===== src/rtl/ftp_consts.svh =====
/*
 * Offsets, field widths and reset values of the flash timing parameter bank.
 * Assumes inclusion by bare name from the package and design files.
 */
`ifndef FTP_CONSTS_SVH
`define FTP_CONSTS_SVH

// ----------------------------------------------------------------------------
// register byte offsets (12-bit register address space)
// ----------------------------------------------------------------------------
`define FTP_ADDR_W          12
`define FTP_OFS_PHASE_A     12'h108
`define FTP_OFS_PHASE_B     12'h10c
`define FTP_OFS_PHASE_C     12'h110
`define FTP_OFS_PAGE_ERASE  12'h114
`define FTP_OFS_BULK_ERASE  12'h118

// ----------------------------------------------------------------------------
// field widths, all fields start at bit 0
// ----------------------------------------------------------------------------
`define FTP_PHASE_A_W       8
`define FTP_PHASE_B_W       11
`define FTP_PHASE_C_W       8
`define FTP_ERASE_W         17
`define FTP_DATA_W          32

// ----------------------------------------------------------------------------
// reset values (24 MHz oscillator settings)
// ----------------------------------------------------------------------------
`define FTP_RST_PHASE_A     8'hb4
`define FTP_RST_PHASE_B     11'h6c0
`define FTP_RST_PHASE_C     8'hb4
`define FTP_RST_PAGE_ERASE  17'h11940
`define FTP_RST_BULK_ERASE  17'h11940

`endif


===== src/rtl/ftp_pkg.sv =====
/*
 * Types and the address decode function of the flash timing parameter bank.
 * Assumes ftp_consts.svh is on the include path.
 */
`include "ftp_consts.svh"

package ftp_pkg;

    // ------------------------------------------------------------------------
    // register select
    // ------------------------------------------------------------------------
    typedef enum logic [2:0]
    {
        FTP_SEL_NONE,
        FTP_SEL_PHASE_A,
        FTP_SEL_PHASE_B,
        FTP_SEL_PHASE_C,
        FTP_SEL_PAGE_ERASE,
        FTP_SEL_BULK_ERASE
    } ftp_sel_type;

    // decode shared by the write path and the read path
    function automatic ftp_sel_type ftp_decode(input logic [`FTP_ADDR_W-1:0] addr);
        ftp_sel_type sel;
        sel = FTP_SEL_NONE;
        case (addr)
            `FTP_OFS_PHASE_A:    sel = FTP_SEL_PHASE_A;
            `FTP_OFS_PHASE_B:    sel = FTP_SEL_PHASE_B;
            `FTP_OFS_PHASE_C:    sel = FTP_SEL_PHASE_C;
            `FTP_OFS_PAGE_ERASE: sel = FTP_SEL_PAGE_ERASE;
            `FTP_OFS_BULK_ERASE: sel = FTP_SEL_BULK_ERASE;
            default:             sel = FTP_SEL_NONE;
        endcase
        return sel;
    endfunction

endpackage


===== src/rtl/ftp_regs.sv =====
/*
 * Flash timing parameter register bank: five software-written counts that
 * set program and erase phase durations for the flash sequencer.
 * Assumes a single-cycle strobe register port on core_clk (10 MHz) and a
 * sequencer that pulses op_start when a program or erase operation begins.
 */
// Implementation choice: the strobed register port.
// Summary of operation
// RL1: 8-bit phase A count at 0x108, reset 0xb4
// RL2: software sets phase A per oscillator frequency
// RL3: 11-bit phase B count at 0x10c, reset 0x6c0
// RL4: software sets phase B per oscillator frequency
// RL5: 8-bit phase C count at 0x110, reset 0xb4
// RL6: software sets phase C per oscillator frequency
// RL7: 17-bit page erase count at 0x114
// RL8: software sets page erase per oscillator frequency
// RL9: 17-bit bulk erase count at 0x118
// RL10: reserved bits read zero, writes ignored
// RL11: counts sampled when an operation starts
`timescale 1ns/1ps
`default_nettype none
`include "ftp_consts.svh"

module ftp_regs
    import ftp_pkg::*;
(
    input  wire logic                       core_clk,
    input  wire logic                       reset_n,
    input  wire logic [`FTP_ADDR_W-1:0]     reg_addr,
    input  wire logic [`FTP_DATA_W-1:0]     reg_wdata,
    input  wire logic                       reg_wr,
    input  wire logic                       reg_rd,
    output logic      [`FTP_DATA_W-1:0]     reg_rdata,
    input  wire logic                       op_start,
    output logic      [`FTP_PHASE_A_W-1:0]  phase_a_count,
    output logic      [`FTP_PHASE_B_W-1:0]  phase_b_count,
    output logic      [`FTP_PHASE_C_W-1:0]  phase_c_count,
    output logic      [`FTP_ERASE_W-1:0]    page_erase_count,
    output logic      [`FTP_ERASE_W-1:0]    bulk_erase_count
);

    // ------------------------------------------------------------------------
    // declarations
    // ------------------------------------------------------------------------
    ftp_sel_type                sel;
    logic [`FTP_PHASE_A_W-1:0]  phase_a_r;
    logic [`FTP_PHASE_A_W-1:0]  phase_a_nxt;
    logic [`FTP_PHASE_B_W-1:0]  phase_b_r;
    logic [`FTP_PHASE_B_W-1:0]  phase_b_nxt;
    logic [`FTP_PHASE_C_W-1:0]  phase_c_r;
    logic [`FTP_PHASE_C_W-1:0]  phase_c_nxt;
    logic [`FTP_ERASE_W-1:0]    page_erase_r;
    logic [`FTP_ERASE_W-1:0]    page_erase_nxt;
    logic [`FTP_ERASE_W-1:0]    bulk_erase_r;
    logic [`FTP_ERASE_W-1:0]    bulk_erase_nxt;
    logic [`FTP_DATA_W-1:0]     rdata_r;
    logic [`FTP_DATA_W-1:0]     rdata_nxt;

    // one decode serves both strobes; they never come together
    assign sel = ftp_decode(reg_addr);

    // ------------------------------------------------------------------------
    // register writes
    // ------------------------------------------------------------------------
    // only the low field bits are stored, so upper write data is dropped
    always_comb
    begin
        phase_a_nxt    = phase_a_r;
        phase_b_nxt    = phase_b_r;
        phase_c_nxt    = phase_c_r;
        page_erase_nxt = page_erase_r;
        bulk_erase_nxt = bulk_erase_r;
        if (reg_wr)
        begin
            case (sel)
                FTP_SEL_PHASE_A:
                    phase_a_nxt = reg_wdata[`FTP_PHASE_A_W-1:0];       // [RL1] [RL10]
                FTP_SEL_PHASE_B:
                    phase_b_nxt = reg_wdata[`FTP_PHASE_B_W-1:0];       // [RL3] [RL10]
                FTP_SEL_PHASE_C:
                    phase_c_nxt = reg_wdata[`FTP_PHASE_C_W-1:0];       // [RL5] [RL10]
                FTP_SEL_PAGE_ERASE:
                    page_erase_nxt = reg_wdata[`FTP_ERASE_W-1:0];      // [RL7] [RL10]
                FTP_SEL_BULK_ERASE:
                    bulk_erase_nxt = reg_wdata[`FTP_ERASE_W-1:0];      // [RL9] [RL10]
                default:
                    phase_a_nxt = phase_a_r;                           // unmapped write ignored
            endcase
        end
    end

    // reset values equal the 24 MHz oscillator settings
    always_ff @(posedge core_clk or negedge reset_n)
    begin
        if (!reset_n)
        begin
            phase_a_r    <= `FTP_RST_PHASE_A;     // [RL1]
            phase_b_r    <= `FTP_RST_PHASE_B;     // [RL3]
            phase_c_r    <= `FTP_RST_PHASE_C;     // [RL5]
            page_erase_r <= `FTP_RST_PAGE_ERASE;  // [RL7]
            bulk_erase_r <= `FTP_RST_BULK_ERASE;  // [RL9]
        end
        else
        begin
            phase_a_r    <= phase_a_nxt;
            phase_b_r    <= phase_b_nxt;
            phase_c_r    <= phase_c_nxt;
            page_erase_r <= page_erase_nxt;
            bulk_erase_r <= bulk_erase_nxt;
        end
    end

    // ------------------------------------------------------------------------
    // register reads
    // ------------------------------------------------------------------------
    // read data stands for one cycle only and is zero otherwise, which also
    // answers unmapped addresses with zero
    always_comb
    begin
        rdata_nxt = '0;
        if (reg_rd)
        begin
            case (sel)
                FTP_SEL_PHASE_A:
                    rdata_nxt = {{(`FTP_DATA_W-`FTP_PHASE_A_W){1'b0}}, phase_a_r};     // [RL1] [RL10]
                FTP_SEL_PHASE_B:
                    rdata_nxt = {{(`FTP_DATA_W-`FTP_PHASE_B_W){1'b0}}, phase_b_r};     // [RL3] [RL10]
                FTP_SEL_PHASE_C:
                    rdata_nxt = {{(`FTP_DATA_W-`FTP_PHASE_C_W){1'b0}}, phase_c_r};     // [RL5] [RL10]
                FTP_SEL_PAGE_ERASE:
                    rdata_nxt = {{(`FTP_DATA_W-`FTP_ERASE_W){1'b0}}, page_erase_r};    // [RL7] [RL10]
                FTP_SEL_BULK_ERASE:
                    rdata_nxt = {{(`FTP_DATA_W-`FTP_ERASE_W){1'b0}}, bulk_erase_r};    // [RL9] [RL10]
                default:
                    rdata_nxt = '0;
            endcase
        end
    end

    always_ff @(posedge core_clk or negedge reset_n)
    begin
        if (!reset_n)
            rdata_r <= '0;
        else
            rdata_r <= rdata_nxt;
    end

    assign reg_rdata = rdata_r;

    // ------------------------------------------------------------------------
    // operation snapshot
    // ------------------------------------------------------------------------
    // the sequencer sees frozen copies, so a write mid-operation cannot stretch it
    ftp_snapshot u_snapshot
    (
        .core_clk         (core_clk),
        .reset_n          (reset_n),
        .op_start         (op_start),          // [RL11]
        .live_phase_a     (phase_a_r),
        .live_phase_b     (phase_b_r),
        .live_phase_c     (phase_c_r),
        .live_page_erase  (page_erase_r),
        .live_bulk_erase  (bulk_erase_r),
        .phase_a_count    (phase_a_count),
        .phase_b_count    (phase_b_count),
        .phase_c_count    (phase_c_count),
        .page_erase_count (page_erase_count),
        .bulk_erase_count (bulk_erase_count)
    );

    // ------------------------------------------------------------------------
    // checks
    // ------------------------------------------------------------------------
    phase_a_rw_a: assert property (@(posedge core_clk) disable iff (!reset_n)  // [RL1]
        (reg_wr && reg_addr == `FTP_OFS_PHASE_A) ##1 (reg_rd && reg_addr == `FTP_OFS_PHASE_A)
        |=> reg_rdata == {24'h000000, $past(reg_wdata[7:0], 2)})
        else $error("phase a readback differs from written value");

    phase_b_write_a: assert property (@(posedge core_clk) disable iff (!reset_n)  // [RL3]
        (reg_wr && reg_addr == `FTP_OFS_PHASE_B) |=> phase_b_r == $past(reg_wdata[10:0]))
        else $error("phase b write not stored");

    phase_c_read_a: assert property (@(posedge core_clk) disable iff (!reset_n)  // [RL5]
        (reg_rd && reg_addr == `FTP_OFS_PHASE_C) |=> reg_rdata == {24'h000000, $past(phase_c_r)})
        else $error("phase c read wrong");

    page_erase_hold_a: assert property (@(posedge core_clk) disable iff (!reset_n)  // [RL7]
        !(reg_wr && reg_addr == `FTP_OFS_PAGE_ERASE) |=> $stable(page_erase_r))
        else $error("page erase count changed without a write");

    bulk_erase_rw_a: assert property (@(posedge core_clk) disable iff (!reset_n)  // [RL9]
        (reg_wr && reg_addr == `FTP_OFS_BULK_ERASE) ##1 (reg_rd && reg_addr == `FTP_OFS_BULK_ERASE)
        |=> reg_rdata == {15'h0000, $past(reg_wdata[16:0], 2)})
        else $error("bulk erase readback differs from written value");

    reserved_zero_a: assert property (@(posedge core_clk) disable iff (!reset_n)  // [RL10]
        reg_rdata[31:17] == 15'h0000)
        else $error("reserved read bits not zero");

    read_slot_a: assert property (@(posedge core_clk) disable iff (!reset_n)  // [RL10]
        (!reg_rd || sel == FTP_SEL_NONE) |=> reg_rdata == 32'h00000000)
        else $error("read data outside its read slot");

    snap_follow_a: assert property (@(posedge core_clk) disable iff (!reset_n)  // [RL11]
        (op_start && !reg_wr) ##1 (!op_start [*2]) |=> phase_c_count == $past(phase_c_r, 3))
        else $error("snapshot does not hold start-time value");

    // field by field: each count is written, held and read as its own word
    phase_a_write_a: assert property (  // [RL1]
        @(posedge core_clk) disable iff (!reset_n)
        (reg_wr && sel == FTP_SEL_PHASE_A) |=> phase_a_r == $past(reg_wdata[7:0]))
        else $error("phase a write not stored");

    phase_a_hold_a: assert property (  // [RL1]
        @(posedge core_clk) disable iff (!reset_n)
        !(reg_wr && sel == FTP_SEL_PHASE_A) |=> $stable(phase_a_r))
        else $error("phase a changed without a write");

    phase_a_read_a: assert property (  // [RL1]
        @(posedge core_clk) disable iff (!reset_n)
        (reg_rd && sel == FTP_SEL_PHASE_A) |=> reg_rdata == {24'h000000, $past(phase_a_r)})
        else $error("phase a read wrong");

    phase_b_hold_a: assert property (  // [RL3]
        @(posedge core_clk) disable iff (!reset_n)
        !(reg_wr && sel == FTP_SEL_PHASE_B) |=> $stable(phase_b_r))
        else $error("phase b changed without a write");

    phase_b_read_a: assert property (  // [RL3]
        @(posedge core_clk) disable iff (!reset_n)
        (reg_rd && sel == FTP_SEL_PHASE_B) |=> reg_rdata == {21'h00000, $past(phase_b_r)})
        else $error("phase b read wrong");

    phase_c_write_a: assert property (  // [RL5]
        @(posedge core_clk) disable iff (!reset_n)
        (reg_wr && sel == FTP_SEL_PHASE_C) |=> phase_c_r == $past(reg_wdata[7:0]))
        else $error("phase c write not stored");

    phase_c_hold_a: assert property (  // [RL5]
        @(posedge core_clk) disable iff (!reset_n)
        !(reg_wr && sel == FTP_SEL_PHASE_C) |=> $stable(phase_c_r))
        else $error("phase c changed without a write");

    page_erase_write_a: assert property (  // [RL7]
        @(posedge core_clk) disable iff (!reset_n)
        (reg_wr && sel == FTP_SEL_PAGE_ERASE) |=> page_erase_r == $past(reg_wdata[16:0]))
        else $error("page erase write not stored");

    page_erase_read_a: assert property (  // [RL7]
        @(posedge core_clk) disable iff (!reset_n)
        (reg_rd && sel == FTP_SEL_PAGE_ERASE) |=> reg_rdata == {15'h0000, $past(page_erase_r)})
        else $error("page erase read wrong");

    bulk_erase_write_a: assert property (  // [RL9]
        @(posedge core_clk) disable iff (!reset_n)
        (reg_wr && sel == FTP_SEL_BULK_ERASE) |=> bulk_erase_r == $past(reg_wdata[16:0]))
        else $error("bulk erase write not stored");

    bulk_erase_hold_a: assert property (  // [RL9]
        @(posedge core_clk) disable iff (!reset_n)
        !(reg_wr && sel == FTP_SEL_BULK_ERASE) |=> $stable(bulk_erase_r))
        else $error("bulk erase changed without a write");

    bulk_erase_read_a: assert property (  // [RL9]
        @(posedge core_clk) disable iff (!reset_n)
        (reg_rd && sel == FTP_SEL_BULK_ERASE) |=> reg_rdata == {15'h0000, $past(bulk_erase_r)})
        else $error("bulk erase read wrong");

    narrow_upper_a: assert property (  // [RL10]
        @(posedge core_clk) disable iff (!reset_n)
        (reg_rd && (sel == FTP_SEL_PHASE_A || sel == FTP_SEL_PHASE_C)) |=> reg_rdata[31:8] == 24'h000000)
        else $error("8-bit field upper bits not zero");

    phase_b_upper_a: assert property (  // [RL10]
        @(posedge core_clk) disable iff (!reset_n)
        (reg_rd && sel == FTP_SEL_PHASE_B) |=> reg_rdata[31:11] == 21'h00000)
        else $error("phase b upper bits not zero");

    unmapped_write_a: assert property (  // [RL10]
        @(posedge core_clk) disable iff (!reset_n)
        (reg_wr && sel == FTP_SEL_NONE) |=> $stable(phase_a_r) && $stable(phase_c_r) && $stable(bulk_erase_r))
        else $error("unmapped write changed a count");

    write_quiet_a: assert property (  // [RL10]
        @(posedge core_clk) disable iff (!reset_n)
        reg_wr |=> reg_rdata == 32'h00000000)
        else $error("write answered on read data");

    snap_start_a: assert property (  // [RL11]
        @(posedge core_clk) disable iff (!reset_n)
        op_start |=> (phase_a_count == $past(phase_a_r)) && (bulk_erase_count == $past(bulk_erase_r)))
        else $error("start did not capture counts");

    snap_still_a: assert property (  // [RL11]
        @(posedge core_clk) disable iff (!reset_n)
        !op_start |=> $stable(phase_b_count) && $stable(phase_c_count) && $stable(page_erase_count))
        else $error("counts moved without a start");

    snap_old_a: assert property (  // [RL11]
        @(posedge core_clk) disable iff (!reset_n)
        (op_start && reg_wr && sel == FTP_SEL_PAGE_ERASE) |=> page_erase_count == $past(page_erase_r))
        else $error("start took the value written with it");

endmodule // ftp_regs

`default_nettype wire


===== src/rtl/ftp_snapshot.sv =====
/*
 * Snapshot of the five timing counts, taken when a flash operation starts.
 * Assumes op_start is a one-cycle pulse from logic on core_clk.
 */
`timescale 1ns/1ps
`default_nettype none
`include "ftp_consts.svh"

module ftp_snapshot
    import ftp_pkg::*;
(
    input  wire logic                       core_clk,
    input  wire logic                       reset_n,
    input  wire logic                       op_start,
    input  wire logic [`FTP_PHASE_A_W-1:0]  live_phase_a,
    input  wire logic [`FTP_PHASE_B_W-1:0]  live_phase_b,
    input  wire logic [`FTP_PHASE_C_W-1:0]  live_phase_c,
    input  wire logic [`FTP_ERASE_W-1:0]    live_page_erase,
    input  wire logic [`FTP_ERASE_W-1:0]    live_bulk_erase,
    output logic      [`FTP_PHASE_A_W-1:0]  phase_a_count,
    output logic      [`FTP_PHASE_B_W-1:0]  phase_b_count,
    output logic      [`FTP_PHASE_C_W-1:0]  phase_c_count,
    output logic      [`FTP_ERASE_W-1:0]    page_erase_count,
    output logic      [`FTP_ERASE_W-1:0]    bulk_erase_count
);

    logic [`FTP_PHASE_A_W-1:0]  snap_a_r;
    logic [`FTP_PHASE_A_W-1:0]  snap_a_nxt;
    logic [`FTP_PHASE_B_W-1:0]  snap_b_r;
    logic [`FTP_PHASE_B_W-1:0]  snap_b_nxt;
    logic [`FTP_PHASE_C_W-1:0]  snap_c_r;
    logic [`FTP_PHASE_C_W-1:0]  snap_c_nxt;
    logic [`FTP_ERASE_W-1:0]    snap_pe_r;
    logic [`FTP_ERASE_W-1:0]    snap_pe_nxt;
    logic [`FTP_ERASE_W-1:0]    snap_be_r;
    logic [`FTP_ERASE_W-1:0]    snap_be_nxt;

    // ------------------------------------------------------------------------
    // capture
    // ------------------------------------------------------------------------
    // a running operation keeps its durations even if software rewrites the bank
    always_comb
    begin
        snap_a_nxt  = snap_a_r;
        snap_b_nxt  = snap_b_r;
        snap_c_nxt  = snap_c_r;
        snap_pe_nxt = snap_pe_r;
        snap_be_nxt = snap_be_r;
        if (op_start)
        begin
            snap_a_nxt  = live_phase_a;     // [RL11]
            snap_b_nxt  = live_phase_b;     // [RL11]
            snap_c_nxt  = live_phase_c;     // [RL11]
            snap_pe_nxt = live_page_erase;  // [RL11]
            snap_be_nxt = live_bulk_erase;  // [RL11]
        end
    end

    // registers take the reset values so the outputs are sane before any start
    always_ff @(posedge core_clk or negedge reset_n)
    begin
        if (!reset_n)
        begin
            snap_a_r  <= `FTP_RST_PHASE_A;
            snap_b_r  <= `FTP_RST_PHASE_B;
            snap_c_r  <= `FTP_RST_PHASE_C;
            snap_pe_r <= `FTP_RST_PAGE_ERASE;
            snap_be_r <= `FTP_RST_BULK_ERASE;
        end
        else
        begin
            snap_a_r  <= snap_a_nxt;
            snap_b_r  <= snap_b_nxt;
            snap_c_r  <= snap_c_nxt;
            snap_pe_r <= snap_pe_nxt;
            snap_be_r <= snap_be_nxt;
        end
    end

    assign phase_a_count    = snap_a_r;
    assign phase_b_count    = snap_b_r;
    assign phase_c_count    = snap_c_r;
    assign page_erase_count = snap_pe_r;
    assign bulk_erase_count = snap_be_r;

    // ------------------------------------------------------------------------
    // checks
    // ------------------------------------------------------------------------
    snap_capture_a: assert property (@(posedge core_clk) disable iff (!reset_n)  // [RL11]
        op_start |=> (page_erase_count == $past(live_page_erase))
                     && (phase_b_count == $past(live_phase_b)))
        else $error("snapshot did not capture live counts");

    snap_hold_a: assert property (@(posedge core_clk) disable iff (!reset_n)  // [RL11]
        !op_start |=> $stable(bulk_erase_count) && $stable(phase_a_count))
        else $error("snapshot changed without an operation start");

endmodule // ftp_snapshot

`default_nettype wire


===== config.mk =====
export PLATFORM = sky130hd
export DESIGN_NAME = ftp_regs
export DESIGN_NICKNAME = d
export VERILOG_FILES = /design/src/rtl/ftp_pkg.sv /design/src/rtl/ftp_regs.sv /design/src/rtl/ftp_snapshot.sv
export VERILOG_INCLUDE_DIRS = /design/src /design/src/rtl
export SDC_FILE = /design/constraint.sdc
export NUM_CORES = 1
export LEC_CHECK = 0
export BUFFER_PORTS_ARGS = -buffer_cell sky130_fd_sc_hd__buf_2
export CORE_UTILIZATION = 50
export CTS_BUF_LIST = sky130_fd_sc_hd__clkbuf_4 sky130_fd_sc_hd__clkbuf_8
export CTS_CLUSTER_SIZE = 12
export DETAILED_ROUTE_END_ITERATION = 16
export PLACE_DENSITY = 0.83
export SYNTH_ARGS = -nofsm -noshare
export SYNTH_HDL_FRONTEND = slang
export SYNTH_SLANG_ARGS = --single-unit
export TNS_END_PERCENT = 5

===== constraint.sdc =====
create_clock -name core_clk -period 1.05 [get_ports core_clk]
set_input_delay 0.21 -clock core_clk [delete_from_list [all_inputs] [get_ports core_clk]]
set_output_delay 0.21 -clock core_clk [all_outputs]
set_load 0.02 [all_outputs]

==> results.py, run 1 <==
metrics = {
    "clock_tree": {
        "worstSkewPairLatency_ns": 0.43,
        "cts_buffer_depth": 2,
        "cts_tree": "built",
        "clk_pin_slew_worst_paths_ns": 0.08,
        "cts_buffers": 17,
        "root_buffer": "clkbuf_8",
        "clkSinkCount": 139,
        "cts_htree_levels": 4,
    },
    "timing": {
        "holdWs_ns": 0.0267,
        "finalSetupTns_ns": -40.77,
        "fin_worst_skew_ns": 0.00997,
        "period_share_pct": 144,
        "layout_setup_ws_ns": -0.466,
        "slew_viol_final": 0,
        "fmax_mhz": 660,
        "rsz0062_at_grt": "true",
        "finalCriticalPeriod_ns": 1.52,
        "hold_violations": 0,
        "setup_viol": 156,
    },
    "worst_setup_path": {
        "worst-path-max-fanout": 11,
        "critical_path_required_ns": 1.37,
        "start_kind": "input pin",
        "endpoint_kind": "flop",
        "arrival_ns": 1.83,
        "worstSetupPathType": "in -> reg",
    },
    "floorplan": {
        "die_w_microns": 110,
        "rows": 39,
        "ios": 142,
        "start_util_pct": 51.3,
        "dieHeight_microns": 110,
        "design.core.area_sq_um": 11500,
        "die-area_sq_um": 12200,
    },
    "routing": {
        "drtIter0Drc": 156,
        "drc_errors": 0,
        "avgViaCountPerCell": 5.37,
        "routed_wl_mm": 13.3,
        "wl_per_cell_microns": 18.9,
        "ant_nets": 0,
        "dr_total_vias": 3796,
        "dr.pass1.iters": 4,
    },
    "synthesis": {
        "postSynthAreaPerCell_sq_um": 15.3,
        "yosys.area.top_type": "dfrtp_1",
        "synth-seq-cells": 139,
        "ys_warn_count": 0,
        "synth_cells": 385,
        "ys_dominant_reg_cell": "dfrtp_1",
        "yosysSeqAreaShare_pct": 60.0,
        "async_flop_share_pct": 100,
        "synth_edf_count": 0,
        "synth_top_area_share_pct": 40.4,
        "synth_area_sq_um": 5880,
        "yosys.cell_types.count": 33,
        "ys_top_cells_by_area": "dfrtp_1 (40%), mux2_2 (21%), dfstp_2 (20%)",
    },
    "final_layout": {
        "syn_to_final_growth_pct": 30.2,
        "n_antenna_cell": 0,
        "postLayoutCoreUtil_pct": 66.8,
        "multi_input_area_sq_um": 2260,
        "fin_area_sq_um": 7660,
        "stdcell_count": 707,
        "register_area_sq_um": 3530,
        "nFillCells": 761,
        "drive_gt1_share_pct": 68.6,
        "layout.nets": 600,
    },
    "global_routing": {
        "grt_max_degree": 36,
        "antenna_found_initial": 0,
        "grt_pass1_vias": 4094,
        "grt_overflow": 0,
        "grt.total_usage_pct": 23.0,
        "grt_pass1_wl_mm": 21.6,
    },
    "run": {
        "drv_cap": 0,
    },
    "power_and_ir_drop": {
        "total_power_mw": 10.4,
        "powerDensity_nw_per_um2": 1360,
        "vdd_drop_max_v": 0.000797,
        "p_leak_nw": 3.92,
    },
    "placed_design": {
        "gp_routability_congestion": 0.829,
        "pre_cts_ws_ns": -0.947,
        "dp.cells": 673,
        "hpwl_mm": 9.40,
        "place.port_buffers": 111,
        "place_area_sq_um": 7010,
    },
    "status": {
        "violations": "negative setup slack",
        "status": "finished with violations",
    },
    "min_path": {
        "holdCritPathClass": "in -> reg",
    },
}
==> placed cells by master, fill, tap and decap left out, drive strengths merged <==
master       instances
buf                167
mux2               130
dfrtp               95
dfstp               44
clkbuf              20
nor2                16
conb                15
a22oi               11
a32oi                6
nand3                6
clkinvlp             6
mux2i                5
o2bb2ai              5
or2                  4
a22o                 3
a31oi                3
clkinv               3
bufinv               3
nor2b                3
nand2                2
or4b                 2
nand4b               2
nor3                 2
or3                  1
nand2b               1
nor4b                1
o2111ai              1
a21oi                1
o211ai               1
nor4                 1
nor3b                1
and3b                1
and3                 1
dlygate4sd3          1
==> cell usage after synthesis (all sizes together) (2+ instances only) <==
library cell,number
buf,19
a31oi,3
clkbuf,16
nand2,2
a32oi,6
nor3,2
dfrtp,95
a22o,3
nor2b,3
mux2i,5
dfstp,44
nor2,16
o2bb2ai,5
a22oi,11
nand3,6
or4b,2
or2,4
mux2,130
nand4b,2
==> final cells by class <==
cell class	instances	area share, %
tap	143	2.33
timing repair buffer	168	16.6
multi-input combinational	225	29.6
clock inverter	12	1.96
sequential	139	46.1
clock buffer	20	3.43
==> where the power goes <==
group	switching, mW	total (mW)	internal (mW)
registers	0.0163	5.40	5.39
logic	0.372	0.619	0.247
clock network	1.97	4.42	2.45
==> flip-flops by register name, indices dropped and copies added, names as in the netlist <==
register,count
bulk_erase_r,17
u_snapshot.phase_b_count,11
phase_c_r,8
u_snapshot.page_erase_count,17
phase_b_r,11
page_erase_r,17
u_snapshot.phase_a_count,8
u_snapshot.bulk_erase_count,17
u_snapshot.phase_c_count,8
phase_a_r,8
reg_rdata,17
==> worst paths after layout <==
path | startpoint | endpoint | slack (ns) | depth (start not counted)
worst max-delay path | reg_addr[6] | page_erase_r[7] | -0.47 | 7
worst min register to register | u_snapshot.bulk_erase_count[7] | u_snapshot.bulk_erase_count[7] | 0.51 | 1
worst max register to register | phase_c_r[2] | reg_rdata[2] | -0.18 | 4
min in group asynchronous | reset_n | reg_rdata[10] | 0.23 | 2
max in group asynchronous | reset_n | u_snapshot.bulk_erase_count[11] | 0.28 | 3
worst min-delay path | reg_wdata[13] | bulk_erase_r[13] | 0.03 | 2
==> layer usage <==
metal	global-route usage [%]	up-vias	part of all wire (%)
met5	0	-	0
met4	9.69	0	2.3
met3	5.21	26	3.9
met2	37.8	126	51
met1	29.4	1943	43
li1	-	1701	-
==> worst max-delay path, stage by stage <==
cell and delay, ns:
buf_6 0.10, or4b_4 0.55, nor3_4 0.21, buf_6 0.15
nand4b_4 0.13, buf_12 0.18, mux2_4 0.30
==> cell families after synthesis <==
family,after synthesis,synth area share (%)
buffers and inverters,35,3.57
muxes,135,27.0
AOI/OAI and AO/OA,31,4.17
and+or+nand+nor,44,5.15
other,1,0.0637
DFF,139,60.0
==> what timing repair did <==
item	4_1_cts	5_1_grt
cloned	0	0
hold buffers	1	0
buffers inserted	1	0
setup endpoints to repair	156	156
pin swaps	3	0
resized for setup	58	7
endpoints found under the hold margin	105	0
Note: power is estimated with default switching activity, not from simulation.
==> run 2: changes to the inputs <==
Settings changed: CORE_UTILIZATION 50 to 48, CTS_BUF_LIST sky130_fd_sc_hd__clkbuf_4 sky130_fd_sc_hd__clkbuf_8 to sky130_fd_sc_hd__clkbuf_8 sky130_fd_sc_hd__clkbuf_16, PLACE_DENSITY 0.83 to 0.81.
==> run 2 against run 1 <==
Effect of this change: the flow still finishes with violations (negative setup slack); highest routed layer unchanged; combinational power is 0.6% lower; sequential power hardly changed; critical path depth stayed put; die area is 4.1% higher; critical endpoint is now page_erase_r[13]; utilization is 0.26 points lower; largest cell class unchanged; final cell count is 1.7% higher; non-clock buffer count is 8 higher; via count is 2.7% higher; hold slack better by 0.015 ns.
==> results.py, run 2 (same netlist as run 1, synthesis figures left out) <==
metrics = {
    "placed_design": {
        "place_area_sq_um": 7050,
        "dp.cells": 683,
        "hpwl_mm": 9.54,
        "place.port_buffers": 111,
        "gp_routability_congestion": 0.824,
    },
    "routing": {
        "routed_wl_mm": 14.2,
        "drtIter0Drc": 152,
        "avgViaCountPerCell": 5.42,
        "dr_total_vias": 3899,
        "wl_per_cell_microns": 19.7,
        "ant_nets": 0,
        "dr.pass1.iters": 6,
        "drc_errors": 0,
    },
    "clock_tree": {
        "clkSinkCount": 139,
        "cts_htree_levels": 4,
        "cts_buffers": 17,
        "clk_pin_slew_worst_paths_ns": 0.06,
        "root_buffer": "clkbuf_16",
        "cts_tree": "built",
        "cts_buffer_depth": 2,
        "worstSkewPairLatency_ns": 0.42,
    },
    "timing": {
        "layout_setup_ws_ns": -0.565,
        "fin_worst_skew_ns": 0.00957,
        "hold_violations": 0,
        "fmax_mhz": 619,
        "period_share_pct": 154,
        "setup_viol": 156,
        "finalCriticalPeriod_ns": 1.61,
        "finalSetupTns_ns": -45.67,
        "slew_viol_final": 0,
        "rsz0062_at_grt": "true",
    },
    "global_routing": {
        "antenna_found_initial": 0,
        "grt_overflow": 0,
        "grt.total_usage_pct": 23.7,
        "grt_max_degree": 41,
        "grt_pass1_wl_mm": 22.2,
        "grt_pass1_vias": 4157,
    },
    "floorplan": {
        "start_util_pct": 49.2,
        "ios": 142,
        "die-area_sq_um": 12700,
        "design.core.area_sq_um": 12000,
        "dieHeight_microns": 113,
        "die_w_microns": 113,
        "rows": 40,
    },
    "worst_setup_path": {
        "crit_slowest_cell": "or4b_4",
        "reg2reg_slack_ns": -0.28,
        "arrival_ns": 1.92,
        "critical_path_required_ns": 1.36,
        "start_kind": "input pin",
        "cpMostUsedCell": "buf_6",
        "endpoint_kind": "flop",
        "worst-path-max-fanout": 5,
        "crit_chain": "buf_6, or4b_4, nor3_4, buf_6, nand4b_4, buf_6, mux2_4",
        "cp_num_buf_inv": 3,
        "max_stage_delay_ns": 0.57,
        "worstSetupPathType": "in -> reg",
        "cpLargestDelayFamily": "simple AND/OR/NAND/NOR gates",
    },
    "final_layout": {
        "stdcell_count": 719,
        "n_antenna_cell": 0,
        "mostFrequentLayoutCells": "mux2_2 (98), dfrtp_1 (95), buf_2 (73)",
        "fin_area_sq_um": 7960,
        "layout.nets": 608,
        "drive_gt1_share_pct": 69.4,
        "postLayoutCoreUtil_pct": 66.6,
        "layout_commonest_cell": "mux2_2",
        "syn_to_final_growth_pct": 35.3,
    },
    "run": {
        "drv_cap": 0,
    },
    "power_and_ir_drop": {
        "powerDensity_nw_per_um2": 1480,
        "vdd_drop_max_v": 0.00107,
        "total_power_mw": 11.8,
        "p_leak_nw": 4.07,
    },
    "status": {
        "status": "finished with violations",
        "violations": "negative setup slack",
    },
    "min_path": {
        "holdCritPathClass": "in -> reg",
    },
}
run 2: final timing paths:
kind / startpoint / to / depth (start not counted)
hold reg to reg: u_snapshot.page_erase_count[14] / u_snapshot.page_erase_count[14] / 1
min in group asynchronous: reset_n / u_snapshot.bulk_erase_count[0] / 2
setup / recovery: reg_addr[7] / page_erase_r[13] / 7
setup reg to reg: phase_c_r[2] / reg_rdata[2] / 4
hold / removal: reg_wdata[15] / page_erase_r[15] / 2
max in group asynchronous: reset_n / phase_c_r[7] / 3
run 2: repair_timing:
action                                  4_1_cts  5_1_grt
hold endpoints to repair                    101        0
pin swaps                                     7        2
buffers inserted                              2        1
endpoints found under the setup margin      156      156
hold buffers                                  1        0
resized for setup                            71       22
run 2: layout make-up:
| class | instances | area, sq um |
|---|---|---|
| Timing Repair Buffer | 176 | 1400 |
| Multi-Input combinational cell | 225 | 2270 |
| Tap cell | 147 | 184 |
| Sequential cell | 139 | 3530 |
| Fill cell | 799 | 4000 |
| Clock buffer | 18 | 439 |
| Clock inverter | 14 | 133 |
run 2: per-stage QoR:
stage | hold slack [ns] | worst slack (ns)
finish | 0.0413 | -0.565
global route | 0.0259 | -0.579
CTS | 0.0235 | -0.536
floorplan | -0.0856 | -0.876
detailed placement | 0.0992 | -1.02
global placement | 0.0928 | -0.978
run 2: metal layers:
metal | up-vias | GRT usage [%] | wire length (microns) | share of wire (%)
met5 | - | 0 | 0 | 0
met4 | 0 | 11.7 | 569 | 4.0
met3 | 42 | 7.45 | 646 | 4.6
met2 | 153 | 38.4 | 7040 | 50
met1 | 1990 | 28.9 | 5900 | 42
li1 | 1714 | - | - | -
run 2: where the power goes:
group	internal (mW)	switching, mW	leakage, nW	total [mW]
logic	0.242	0.373	2.00	0.615
registers	5.39	0.0162	1.78	5.41
clock network	3.52	2.27	0.284	5.78
